**config.mk**
```make
export PLATFORM = sky130hd
export DESIGN_NAME = clock_source_select_and_distribution
export DESIGN_NICKNAME = d
export VERILOG_FILES = /design/src/pkg/clk_ctrl_pkg.sv /design/src/core/clock_source_select_and_distribution.sv
export SDC_FILE = /design/constraint.sdc
export NUM_CORES = 1
export LEC_CHECK = 0
export BUFFER_PORTS_ARGS = -buffer_cell sky130_fd_sc_hd__clkbuf_2
export CORE_MARGIN = 2
export CORE_UTILIZATION = 55
export DETAILED_ROUTE_END_ITERATION = 6
export PLACE_DENSITY = 0.82
export SLEW_MARGIN = 20
export SYNTH_ARGS = -nofsm -noshare
export SYNTH_HDL_FRONTEND = slang
export SYNTH_SLANG_ARGS = --single-unit
```
**constraint.sdc**
```tcl
create_clock -name CLK_SYS -period 3.7 [get_ports CLK_SYS]
set_clock_uncertainty 0.2 [all_clocks]
set_input_delay 0.555 -clock CLK_SYS [delete_from_list [all_inputs] [get_ports CLK_SYS]]
set_output_delay 0.555 -clock CLK_SYS [all_outputs]
set_load 0.02 [all_outputs]
```
**src/pkg/clk_ctrl_pkg.sv**
```systemverilog
// Constants and types for the clock source select and distribution block.
// Assumes a single system clock; fuse values arrive as static pins.
// How it works
// Core clock enable feeds core state.
// Peripheral enable; async interrupts bypass it.
// Two-wire address match passes while halted.
// Program memory clock follows core clock.
// Async timer runs from watch crystal always.
// Converter clock runs in noise-reduction sleep.
// Sleep mode gates unused clock domains.
// Decode four-bit source select fuse field.
// Fuse bit one is unprogrammed.
// Wake start-up counted on selected source.
// Reset delay 0, 4096 or 65536 watchdog cycles.
// Delivered defaults 0001 and 10.
// Swing fuse picks amplifier mode.
// Resonator at most 8 or 16 MHz.
// Crystal start-up 258, 1K or 16K.
// External RC start-up 18 or 6.
// Fuses latched at reset only.
package clk_ctrl_pkg;
   localparam logic [3:0] SRC_DEFAULT   = 4'h1;
   localparam logic [1:0] STARTUP_DEFAULT = 2'h2;
   localparam int unsigned WD_SHORT_CYC = 4096;
   localparam int unsigned WD_LONG_CYC  = 65536;
   localparam int unsigned SU_258       = 258;
   localparam int unsigned SU_1K        = 1024;
   localparam int unsigned SU_16K       = 16384;
   localparam int unsigned SU_32K       = 32768;
   localparam int unsigned SU_18        = 18;
   localparam int unsigned SU_6         = 6;
   localparam int unsigned SU_EXT       = 6;
   localparam int unsigned SU_INT       = 6;

   typedef enum logic [2:0] {
      SRC_CRYSTAL, SRC_LOWFREQ, SRC_EXT_RC, SRC_INT_RC, SRC_EXT_CLK
   } src_e;

   typedef enum logic [2:0] {
      SLP_ACTIVE, SLP_IDLE, SLP_ADC_NR, SLP_PWR_DOWN, SLP_PWR_SAVE, SLP_STANDBY
   } sleep_e;

   typedef struct packed {
      logic core;
      logic flash;
      logic periph;
      logic conv;
      logic async_tmr;
   } clk_en_s;
endpackage : clk_ctrl_pkg

```
**src/core/clock_source_select_and_distribution.sv**
```systemverilog
// Clock source select, start-up timing and per-domain clock enables.
// Assumes source ticks and watchdog ticks are pins from other domains;
// domain clocks are produced as level enables of CLK_SYS, the async timer's as one-cycle pulses.
`timescale 1ns/10ps
module clock_source_select_and_distribution
   import clk_ctrl_pkg::*;
(
   input  wire logic       CLK_SYS,        // System clock 125 MHz
   input  wire logic       RST_N,          // Async reset, active low
   input  wire logic [3:0] SRC_FUSES,      // Source select fuses
   input  wire logic [1:0] STARTUP_FUSES,  // Start-up time fuses
   input  wire logic       SWING_FUSE,     // Swing option fuse, 0 programmed
   input  wire logic       SRC_TICK,       // Selected source edge, async
   input  wire logic       WDOG_TICK,      // Watchdog oscillator edge, async
   input  wire logic       XTAL32_TICK,    // Watch crystal edge, async
   input  wire logic [2:0] SLEEP_MODE,     // Requested sleep mode (sleep_e)
   input  wire logic       SLEEP_REQ,      // Enter sleep mode, level
   input  wire logic       WAKE_EVT,       // Wake event, same clock
   input  wire logic       ASYNC_IRQ,      // Async interrupt level, async
   input  wire logic       TWO_WIRE_HIT,   // Async address match, async
   output logic            CORE_CLK_EN,    // Core clock enable
   output logic            FLASH_CLK_EN,   // Program memory clock enable
   output logic            PERIPH_CLK_EN,  // Peripheral clock enable
   output logic            CONV_CLK_EN,    // Converter clock enable
   output logic            ASYNC_CLK_EN,   // Async timer clock enable
   output logic [2:0]      SRC_SEL,        // Decoded source (src_e)
   output logic            FULL_SWING,     // Amplifier full swing
   output logic            RUNNING,        // Instructions may execute
   output logic            WAKE_OUT        // Async wake to power control
);
   // ****************************************
   // Reset release and input synchronisers
   // ****************************************
   logic [1:0] rst_sync_r;
   logic       rst_n;
   always_ff @(posedge CLK_SYS or negedge RST_N) begin
      if (!RST_N) rst_sync_r <= 2'h0;
      else        rst_sync_r <= {rst_sync_r[0], 1'b1};
   end
   assign rst_n = rst_sync_r[1];

   logic [4:0] s1_r, s2_r, s3_r;
   always_ff @(posedge CLK_SYS or negedge rst_n) begin
      if (!rst_n) begin
         s1_r <= 5'h0;
         s2_r <= 5'h0;
         s3_r <= 5'h0;
      end else begin
         s1_r <= {TWO_WIRE_HIT, ASYNC_IRQ, XTAL32_TICK, WDOG_TICK, SRC_TICK};
         s2_r <= s1_r;
         s3_r <= s2_r;
      end
   end
   // Rising edges from second and third stages only
   logic src_edge, wd_edge, x32_edge;
   assign src_edge = s2_r[0] & ~s3_r[0];
   assign wd_edge  = s2_r[1] & ~s3_r[1];
   assign x32_edge = s2_r[2] & ~s3_r[2];

   // ****************************************
   // Fuse latch and decode
   // ****************************************
   typedef enum logic [1:0] {ST_LATCH, ST_RST_DLY, ST_RUN, ST_WAKE} st_e;
   st_e         st_r, st_nxt;
   logic [3:0]  src_f_r, src_f_nxt;
   logic [1:0]  startup_r, startup_nxt;
   logic        swing_r, swing_nxt;
   logic [16:0] cnt_r, cnt_nxt;
   logic        asleep_r, asleep_nxt;
   logic [2:0]  mode_r, mode_nxt;
   src_e        src;
   logic [16:0] rst_dly, wake_dly;

   always_comb begin
      // Ones are unprogrammed, zeros programmed
      if (src_f_r >= 4'ha)       src = SRC_CRYSTAL;
      else if (src_f_r == 4'h9)  src = SRC_LOWFREQ;
      else if (src_f_r >= 4'h5)  src = SRC_EXT_RC;
      else if (src_f_r >= 4'h1)  src = SRC_INT_RC;
      else                       src = SRC_EXT_CLK;
   end

   always_comb begin
      wake_dly = 17'(SU_6);
      rst_dly  = 17'h0;
      unique case (src)
         SRC_CRYSTAL: begin
            unique case ({src_f_r[0], startup_r})
               3'h0, 3'h1:  wake_dly = 17'(SU_258);
               3'h2, 3'h3, 3'h4: wake_dly = 17'(SU_1K);
               default:     wake_dly = 17'(SU_16K);
            endcase
            unique case ({src_f_r[0], startup_r})
               3'h0, 3'h3, 3'h6: rst_dly = 17'(WD_SHORT_CYC);
               3'h1, 3'h4, 3'h7: rst_dly = 17'(WD_LONG_CYC);
               default:          rst_dly = 17'h0;
            endcase
         end
         SRC_LOWFREQ: begin
            wake_dly = (startup_r == 2'h2) ? 17'(SU_32K) : 17'(SU_1K);
            rst_dly  = (startup_r == 2'h0) ? 17'(WD_SHORT_CYC) : 17'(WD_LONG_CYC);
         end
         SRC_EXT_RC: begin
            wake_dly = (startup_r == 2'h3) ? 17'(SU_6) : 17'(SU_18);
            unique case (startup_r)
               2'h0:    rst_dly = 17'h0;
               2'h2:    rst_dly = 17'(WD_LONG_CYC);
               default: rst_dly = 17'(WD_SHORT_CYC);
            endcase
         end
         SRC_INT_RC: begin
            wake_dly = 17'(SU_INT);
            rst_dly  = startup_r[1] ? 17'(WD_LONG_CYC) : 17'(WD_SHORT_CYC);
         end
         SRC_EXT_CLK: begin
            wake_dly = 17'(SU_EXT);
            rst_dly  = startup_r[1] ? 17'(WD_LONG_CYC) : 17'(WD_SHORT_CYC);
         end
      endcase
   end

   // ****************************************
   // Start-up sequencer and sleep state
   // ****************************************
   logic deep;
   assign deep = (mode_r == 3'(SLP_PWR_DOWN)) || (mode_r == 3'(SLP_PWR_SAVE))
              || (mode_r == 3'(SLP_STANDBY));

   always_comb begin
      st_nxt     = st_r;
      src_f_nxt  = src_f_r;
      startup_nxt = startup_r;
      swing_nxt  = swing_r;
      cnt_nxt    = cnt_r;
      asleep_nxt = asleep_r;
      mode_nxt   = mode_r;
      unique case (st_r)
         ST_LATCH: begin
            // Fuses sampled once after reset release, then frozen
            src_f_nxt = SRC_FUSES;
            startup_nxt = STARTUP_FUSES;
            swing_nxt = SWING_FUSE;
            cnt_nxt   = 17'h0;
            st_nxt    = ST_RST_DLY;
         end
         ST_RST_DLY: begin
            if (cnt_r >= rst_dly) begin
               st_nxt  = ST_RUN;
               cnt_nxt = 17'h0;
            end else if (wd_edge) begin
               cnt_nxt = cnt_r + 17'h1;
            end
         end
         ST_RUN: begin
            if (!asleep_r && SLEEP_REQ) begin
               asleep_nxt = 1'b1;
               mode_nxt   = SLEEP_MODE;
            end else if (asleep_r && (WAKE_EVT || s2_r[3] || s2_r[4])) begin
               asleep_nxt = 1'b0;
               mode_nxt   = 3'(SLP_ACTIVE);
               // Only deep modes stopped the oscillator
               if (deep) begin
                  st_nxt  = ST_WAKE;
                  cnt_nxt = 17'h0;
               end
            end
         end
         ST_WAKE: begin
            if (cnt_r >= wake_dly) st_nxt = ST_RUN;
            else if (src_edge)     cnt_nxt = cnt_r + 17'h1;
         end
      endcase
   end

   always_ff @(posedge CLK_SYS or negedge rst_n) begin
      if (!rst_n) begin
         st_r     <= ST_LATCH;
         src_f_r  <= SRC_DEFAULT;
         startup_r <= STARTUP_DEFAULT;
         swing_r  <= 1'b1;
         cnt_r    <= 17'h0;
         asleep_r <= 1'b0;
         mode_r   <= 3'(SLP_ACTIVE);
      end else begin
         st_r     <= st_nxt;
         src_f_r  <= src_f_nxt;
         startup_r <= startup_nxt;
         swing_r  <= swing_nxt;
         cnt_r    <= cnt_nxt;
         asleep_r <= asleep_nxt;
         mode_r   <= mode_nxt;
      end
   end

   // ****************************************
   // Domain clock enables
   // ****************************************
   clk_en_s en_nxt, en_r;
   logic    run;
   always_comb begin
      run = (st_r == ST_RUN);
      en_nxt.core      = run && !asleep_r;
      en_nxt.flash     = en_nxt.core;
      en_nxt.periph    = run && (!asleep_r || mode_r == 3'(SLP_IDLE));
      en_nxt.conv      = run && (!asleep_r || mode_r == 3'(SLP_IDLE)
                         || mode_r == 3'(SLP_ADC_NR));
      en_nxt.async_tmr = x32_edge;
   end
   always_ff @(posedge CLK_SYS or negedge rst_n) begin
      if (!rst_n) en_r <= '0;
      else        en_r <= en_nxt;
   end
   assign CORE_CLK_EN   = en_r.core;
   assign FLASH_CLK_EN  = en_r.flash;
   assign PERIPH_CLK_EN = en_r.periph;
   assign CONV_CLK_EN   = en_r.conv;
   assign ASYNC_CLK_EN  = en_r.async_tmr;
   assign SRC_SEL       = src;
   assign FULL_SWING    = ~swing_r;
   assign RUNNING       = run;
   // Async sources still wake while the peripheral clock is off
   assign WAKE_OUT      = asleep_r & (s2_r[3] | s2_r[4]);
endmodule : clock_source_select_and_distribution

```
==> results of run 1 <==
==> layer usage <==
metal	wire (um)	part of all wire, %	global-route usage [%]	vias up
met3	257	4.6	4.20	12
li1	-	-	-	1121
met4	82	1.5	7.47	0
met1	2520	45	29.2	1082
met5	0	0	0	-
met2	2720	49	35.0	60
==> report_power, final <==
part	internal [uW]	switching (uW)	total, uW
Sequential	657	182	839
Clock	142	198	339
Combinational	535	703	1240
==> through the flow <==
step	instances	setup WS (ns)	utilization (%)	area (sq um)
after global routing	390	0.0247	64.8	3060
after detailed placement	379	0.133	61.9	2920
after floorplan	289	0.274	-	2690
after CTS	388	0.102	64.1	3030
after global placement	379	0.201	61.9	2920
final	390	0.144	64.8	3060
==> final cells by class <==
class	count	share of cell area (%)
clock inverter	3	0.940
timing repair buffer	41	7.77
sequential	49	40.4
tap	67	2.74
multi-input combinational	214	44.6
inverter	11	1.35
clock buffer	5	2.25
==> final timing paths <==
path,from,end,slack (ns)
worst max-delay path,src_f_r[2],cnt_r[2],0.14
worst min-delay path,rst_sync_r[1],s1_r[4],0.14
worst max register to register,src_f_r[2],cnt_r[2],0.14
worst min register to register,rst_sync_r[1],s1_r[4],0.14
max in group asynchronous,rst_sync_r[1],src_f_r[3],2.73
min in group CLK_SYS,WDOG_TICK,s1_r[1],0.15
==> registers in the layout, indices dropped and copies added, names as in the netlist, 2 cells and up <==
name and cells:
s3_r 3, rst_sync_r 2, cnt_r 17, s1_r 5, src_f_r 4, mode_r 3, st_r 2, startup_r 2
s2_r 5
==> cells by family after synthesis <==
family	share of synthesized area (%)
simple gates	22.6
compound gates	19.7
flops	45.7
buf+inv	4.13
fa+ha+maj	5.11
mux	1.67
xor+xnor	0.976
other cells	0.139
==> worst max-delay path, stage by stage (launching register included) <==
cell and delay (ns):
dfrtp_2 0.49, nor2_1 0.26, nand2_1 0.10, o211ai_1 0.12, nand3_1 0.11, ha_1 0.29, and4b_1 0.18, and3_1 0.19
and3_1 0.18, o41a_2 0.55, buf_4 0.21, or4_1 0.46, a21oi_1 0.15
==> repair_timing <==
action                                  4_1_cts  5_1_grt
gates resized for setup                       0        5
buffers inserted                              0        2
endpoints found under the setup margin        0       11
hold buffers                                  1        0
endpoints found under the hold margin         2        0
==> cells in the final DEF (no fill, tap or decap), drive strengths merged, types with 3 or more instances in the layout <==
cell type  synthesis  final
nor3               8      8
o21a               4      4
buf                4     11
nor2b              6      6
nor4               5      5
xnor2              3      3
nand4              5      5
a31oi              3      3
dfrtp             46     46
and2               4      4
nand2b             8      8
nor2              20     20
a22o               3      3
clkbuf            11     34
or2                3      3
or4                7      7
o21ai             17     17
ha                11     11
nand2             24     24
dfstp              3      3
a21oi             24     24
and3               5      5
nand3             10     10
inv               11     13
mux2               4      4
o31ai             14     14
==> impl_metrics.toml, run 1 <==
[grt]
grt_pass1_vias = 2079
antenna_found_initial = 0
grt_overflow = 0
grt_pass1_wl_mm = 9.27
grt_usage_pct = 21.6
grt_max_degree = 48

[run_status]
status = "complete, no violations"

[die]
io_pins = 30
die_area_sq_um = 5470
die_w_um = 74.0
rows = 25
core_sq_um = 4720
initial_utilization_pct = 57.0
die_h_um = 74.0

[power_and_ir_drop]
vdd_drop_max_mv = 0.270
leakage_uw = 0.00134
powerDensity_nw_per_um2 = 790
total_power_uw = 2420

[placed_design]
io_buffer_count = 29
dpl.hpwl_mm = 4.01
finalWeightedCongestion = 0.964

[routing]
routed_via_density = 5.83
antenna_left = 0
via_count = 2275
drt_pass1_iterations = 4
wire_per_inst_um = 14.3
drtIter0Drc = 139
routed_wl_mm = 5.58
drc = 0

[synthesis]
synthTopCellsByArea = "dfrtp_1 (43%), ha_1 (5.1%), a21oi_1 (4.5%)"
async_flop_share_pct = 100
syn_avg_cell_area_sq_um = 9.32
synth_seq_area_share_pct = 45.7
ys_warn_count = 0
synthCells = 289
synthDominantCellAreaShare_pct = 42.7
ys_ff_latch = 49
synth_edf_count = 0
synth_area_sq_um = 2690
synth_most_common_cell = "dfrtp_1"
synth_top_area_cell = "dfrtp_1"
syn-num-nets = 319
synth_common_cells = "dfrtp_1 (46), a21oi_1 (24), nand2_1 (24)"
synth_ff_type = "dfrtp_1"
synth.distinct_cells = 46

[critical_path]
cp.arrival_ns = 3.59
cp-end-kind = "flop"
cp_max_fo = 13
cp.required_ns = 3.74
worstSetupStartpointType = "flop"
r2r_cells = 12
path_class = "flop to flop"

[sta]
fin_setup_tns_ns = 0
hold_violations = 0
holdWs_ns = 0.141
min_period_ns = 3.56
rsz0062_at_grt = "false"
max_freq_mhz = 281
min_period_over_period_pct = 96.1
setup_viol = 0
slew_violations = 0
slew_headroom_pct = 55.1
tightest_slew_ns = 0.672

[layout]
n_antenna_cell = 0
multi_input_area_sq_um = 1360
area_growth_pct = 13.6
regArea_sq_um = 1240
layout.nets = 352
drive_above_1_share_pct = 19.5
fillers = 381

[clocking]
cts_buffer_depth = 2
numCtsBuffers = 5
clock_latency_ns = 0.30
cts_max_level = 2
cts_tree = "built"
cts-root-buf = "clkbuf_8"
numClockSinks = 49
clk_pin_slew_ns = 0.10

[worst_hold_path]
min_path_type = "flop to async pin"

[run]
cap_violations = 0
(Power assumes the default switching activity.)
==> run 2, diff against run 1 <==
--- a/config.mk
+++ b/config.mk
@@ -5,11 +5,12 @@
 export SDC_FILE = /design/constraint.sdc
 export NUM_CORES = 1
 export LEC_CHECK = 0
+export ABC_AREA = 1
 export BUFFER_PORTS_ARGS = -buffer_cell sky130_fd_sc_hd__clkbuf_2
 export CORE_MARGIN = 2
 export CORE_UTILIZATION = 55
 export DETAILED_ROUTE_END_ITERATION = 6
-export PLACE_DENSITY = 0.82
+export PLACE_DENSITY = 0.81
 export SLEW_MARGIN = 20
 export SYNTH_ARGS = -nofsm -noshare
 export SYNTH_HDL_FRONTEND = slang
==> run 2 against run 1 <==
  * Sequential cell count did not move
  * Synthesized cell count rose by 27%
  * Via count rose by 5.4%
  * Register-to-register slack improved by 0.23 ns
  * Sequential power fell by 22%
  * Critical path depth rose by 3
  * Sequential share of layout area fell by 1.3 points
  * Global-route usage fell by 1.5 points
  * Worst hold slack improved by 0.00074 ns
  * Clock power fell by 6.8%
  * Total power fell by 42%
  * Setup slack improved by 0.23 ns
  * Largest power group is now registers
  * Highest routed layer unchanged
==> impl_metrics.toml, run 2 <==
[run_status]
status = "complete, no violations"

[synthesis]
synth_compound_area_share_pct = 13.0
synth_edf_count = 0
synth_ff_type = "dfrtp_1"
synthCells = 367
synth_seq_area_share_pct = 42.7
syn-num-nets = 397
yosys.area_share.simple_pct = 29.0
ys_warn_count = 0
synth_most_common_cell = "nand2_1"
synth_top_family_by_area = "simple AND/OR/NAND/NOR gates"
synth_area_sq_um = 2880
synth_fa_ha_area_share_pct = 4.77
ys_ff_latch = 49
async_flop_share_pct = 100
synthTopCellsByArea = "dfrtp_1 (40%), nand2_1 (11%), inv_1 (6.4%)"
synth_top_area_cell = "dfrtp_1"
synth_xor_area_share_pct = 1.22
syn_avg_cell_area_sq_um = 7.85
synthMuxAreaShare_pct = 0.391
synthDominantCellAreaShare_pct = 39.9
synth_common_cells = "nand2_1 (85), inv_1 (49), dfrtp_1 (46), nor2_1 (46), nand3_1 (30)"
synth.distinct_cells = 38

[sta]
max_freq_mhz = 301
slew_violations = 0
setup_viol = 0
fin_setup_tns_ns = 0
slew_headroom_pct = 57.7
min_period_over_period_pct = 89.9
rsz0062_at_grt = "false"
tightest_slew_ns = 0.632
min_period_ns = 3.33
hold_violations = 0

[routing]
via_count = 2398
drc = 0
drt_pass1_iterations = 4
routed_via_density = 5.12
drtIter0Drc = 152
routed_wl_mm = 5.54
wire_per_inst_um = 11.8
antenna_left = 0

[critical_path]
r2r_cells = 15
cp_cell_sequence = "nor2_1, o21ai_0, inv_1, nor2_1, nand2_1, o221ai_1, o21ai_0, ha_1, a21oi_1, o21ai_2, nor2_4, nand4_1, nand3_4, nand2_1, o21ai_2"
cp-end-kind = "flop"
worst-path-buf-inv = 1
crit_family = "simple AND/OR/NAND/NOR gates"
max_stage_delay_ns = 0.58
cp.required_ns = 3.71
r2r_slack_ns = 0.37
cp.arrival_ns = 3.34
rr_startpoint = "src_f_r[0]"
cp_max_fo = 33
slowest_stage = "dfstp_2"
rr_endpoint = "cnt_r[9]"
worstSetupStartpointType = "flop"
path_class = "flop to flop"

[layout]
area_growth_pct = 9.51
layout_common_cells = "nand2_1 (85), inv_1 (49), nor2_1 (46)"
drive_above_1_share_pct = 20.9
regMostFlops = "cnt_r"
instances_no_fill = 468
final_core_util_pct = 62.2
n_antenna_cell = 0
layout_commonest_cell = "nand2_1"
fin_area_sq_um = 3160
top_regs = "cnt_r x17, s1_r x5, s2_r x5"
largest_register_ffs = 17
layout.nets = 427

[die]
core_sq_um = 5070
io_pins = 30
die_h_um = 76.4
die_w_um = 76.4
die_area_sq_um = 5840
rows = 26
initial_utilization_pct = 56.8

[grt]
antenna_found_initial = 0
grt_max_degree = 48
grt_pass1_vias = 2149
grt_pass1_wl_mm = 9.53
grt_usage_pct = 20.1
grt_overflow = 0

[power_and_ir_drop]
powerDensity_nw_per_um2 = 447
vdd_drop_max_mv = 0.351
leakage_uw = 0.00158

[placed_design]
place_inst = 459
place_area_sq_um = 3050
io_buffer_count = 29
finalWeightedCongestion = 0.864
dpl.hpwl_mm = 4.16

[clocking]
clock_latency_ns = 0.30
cts_buffer_depth = 2
cts_max_level = 2
post_cts_buffers = 0
clk_pin_slew_ns = 0.10
numClockSinks = 49
numCtsBuffers = 5
cts_tree = "built"
cts-root-buf = "clkbuf_8"

[worst_hold_path]
min_path_type = "flop to async pin"

[run]
cap_violations = 0
## run 2: changes by cell type in the layout (fill, tap and decap cells not counted), moves of 11 or more
cell,previous run,this run
inv_1,11,49
buf_4,11,0
o21ai_2,0,17
o31ai_1,14,1
nor2_1,20,46
nand2_1,24,85
nand3_1,10,30
a21oi_1,24,12
## run 2: where the power goes
group          switching (uW)  leakage (uW)  internal (uW)
clock                     181     0.0000481            134
sequential               57.6      0.000609            598
combinational             310      0.000919            132
total                     548       0.00158            864
## run 2: worst register-to-register path, stage by stage (launching register included)
cell and delay (ns):
dfstp_2 0.58, nor2_1 0.05, o21ai_0 0.27, inv_1 0.12, nor2_1 0.23, nand2_1 0.09, o221ai_1 0.08, o21ai_0 0.11
ha_1 0.33, a21oi_1 0.18, o21ai_2 0.09, nor2_4 0.12, nand4_1 0.17, nand3_4 0.42, nand2_1 0.13, o21ai_2 0.08
## run 2: metal layers
metal / track usage (%) / wire, um / vias up
met5: 0 / 0 / -
met3: 4.27 / 193 / 5
li1: - / - / 1227
met4: 4.91 / 44 / 0
met2: 34.4 / 2720 / 39
met1: 26.0 / 2590 / 1127
## run 2: logic make-up (layout without fill, tap and decap cells)
family / Yosys count / after routing
AOI/OAI and AO/OA: 57 / 57
buffers and inverters: 58 / 89
DFF: 49 / 49
adders and majority gates: 11 / 11
and+or+nand+nor: 186 / 186
other: 1 / 1
xor gates and xnor gates: 4 / 4
muxes: 1 / 1
## run 2: area by class of cell
type / count / area [sq um]
Clock inverter: 3 / 22.5
Clock buffer: 5 / 68.8
Tap cell: 70 / 87.6
Inverter: 51 / 191
Sequential cell: 49 / 1230
Timing Repair Buffer: 30 / 155
Multi-Input combinational cell: 260 / 1400
Fill cell: 438 / 1920
## run 2: worst max path at each step
stage,from,endpoint,slack (ns),cells past startpoint
floorplan,src_f_r[0],cnt_r[3],0.91,16
global placement,src_f_r[0],cnt_r[0],0.57,15
detailed placement,src_f_r[0],cnt_r[12],0.41,15
CTS,src_f_r[0],cnt_r[12],0.39,15
global route,src_f_r[0],cnt_r[12],0.09,15
finish,src_f_r[0],cnt_r[9],0.37,15
## run 2: timing repair
item,in CTS,in global routing
hold buffers,1,0
endpoints found under the hold margin,2,0
gates resized for setup,0,0
## run 2: stage by stage
step	worst slack, ns	total power (uW)	hold WS, ns
after floorplan	0.910	1030	0.0594
after global placement	0.571	1090	0.132
after detailed placement	0.410	1110	0.135
after CTS	0.385	1420	0.152
after global routing	0.0888	1510	0.133
final	0.373	1410	0.142
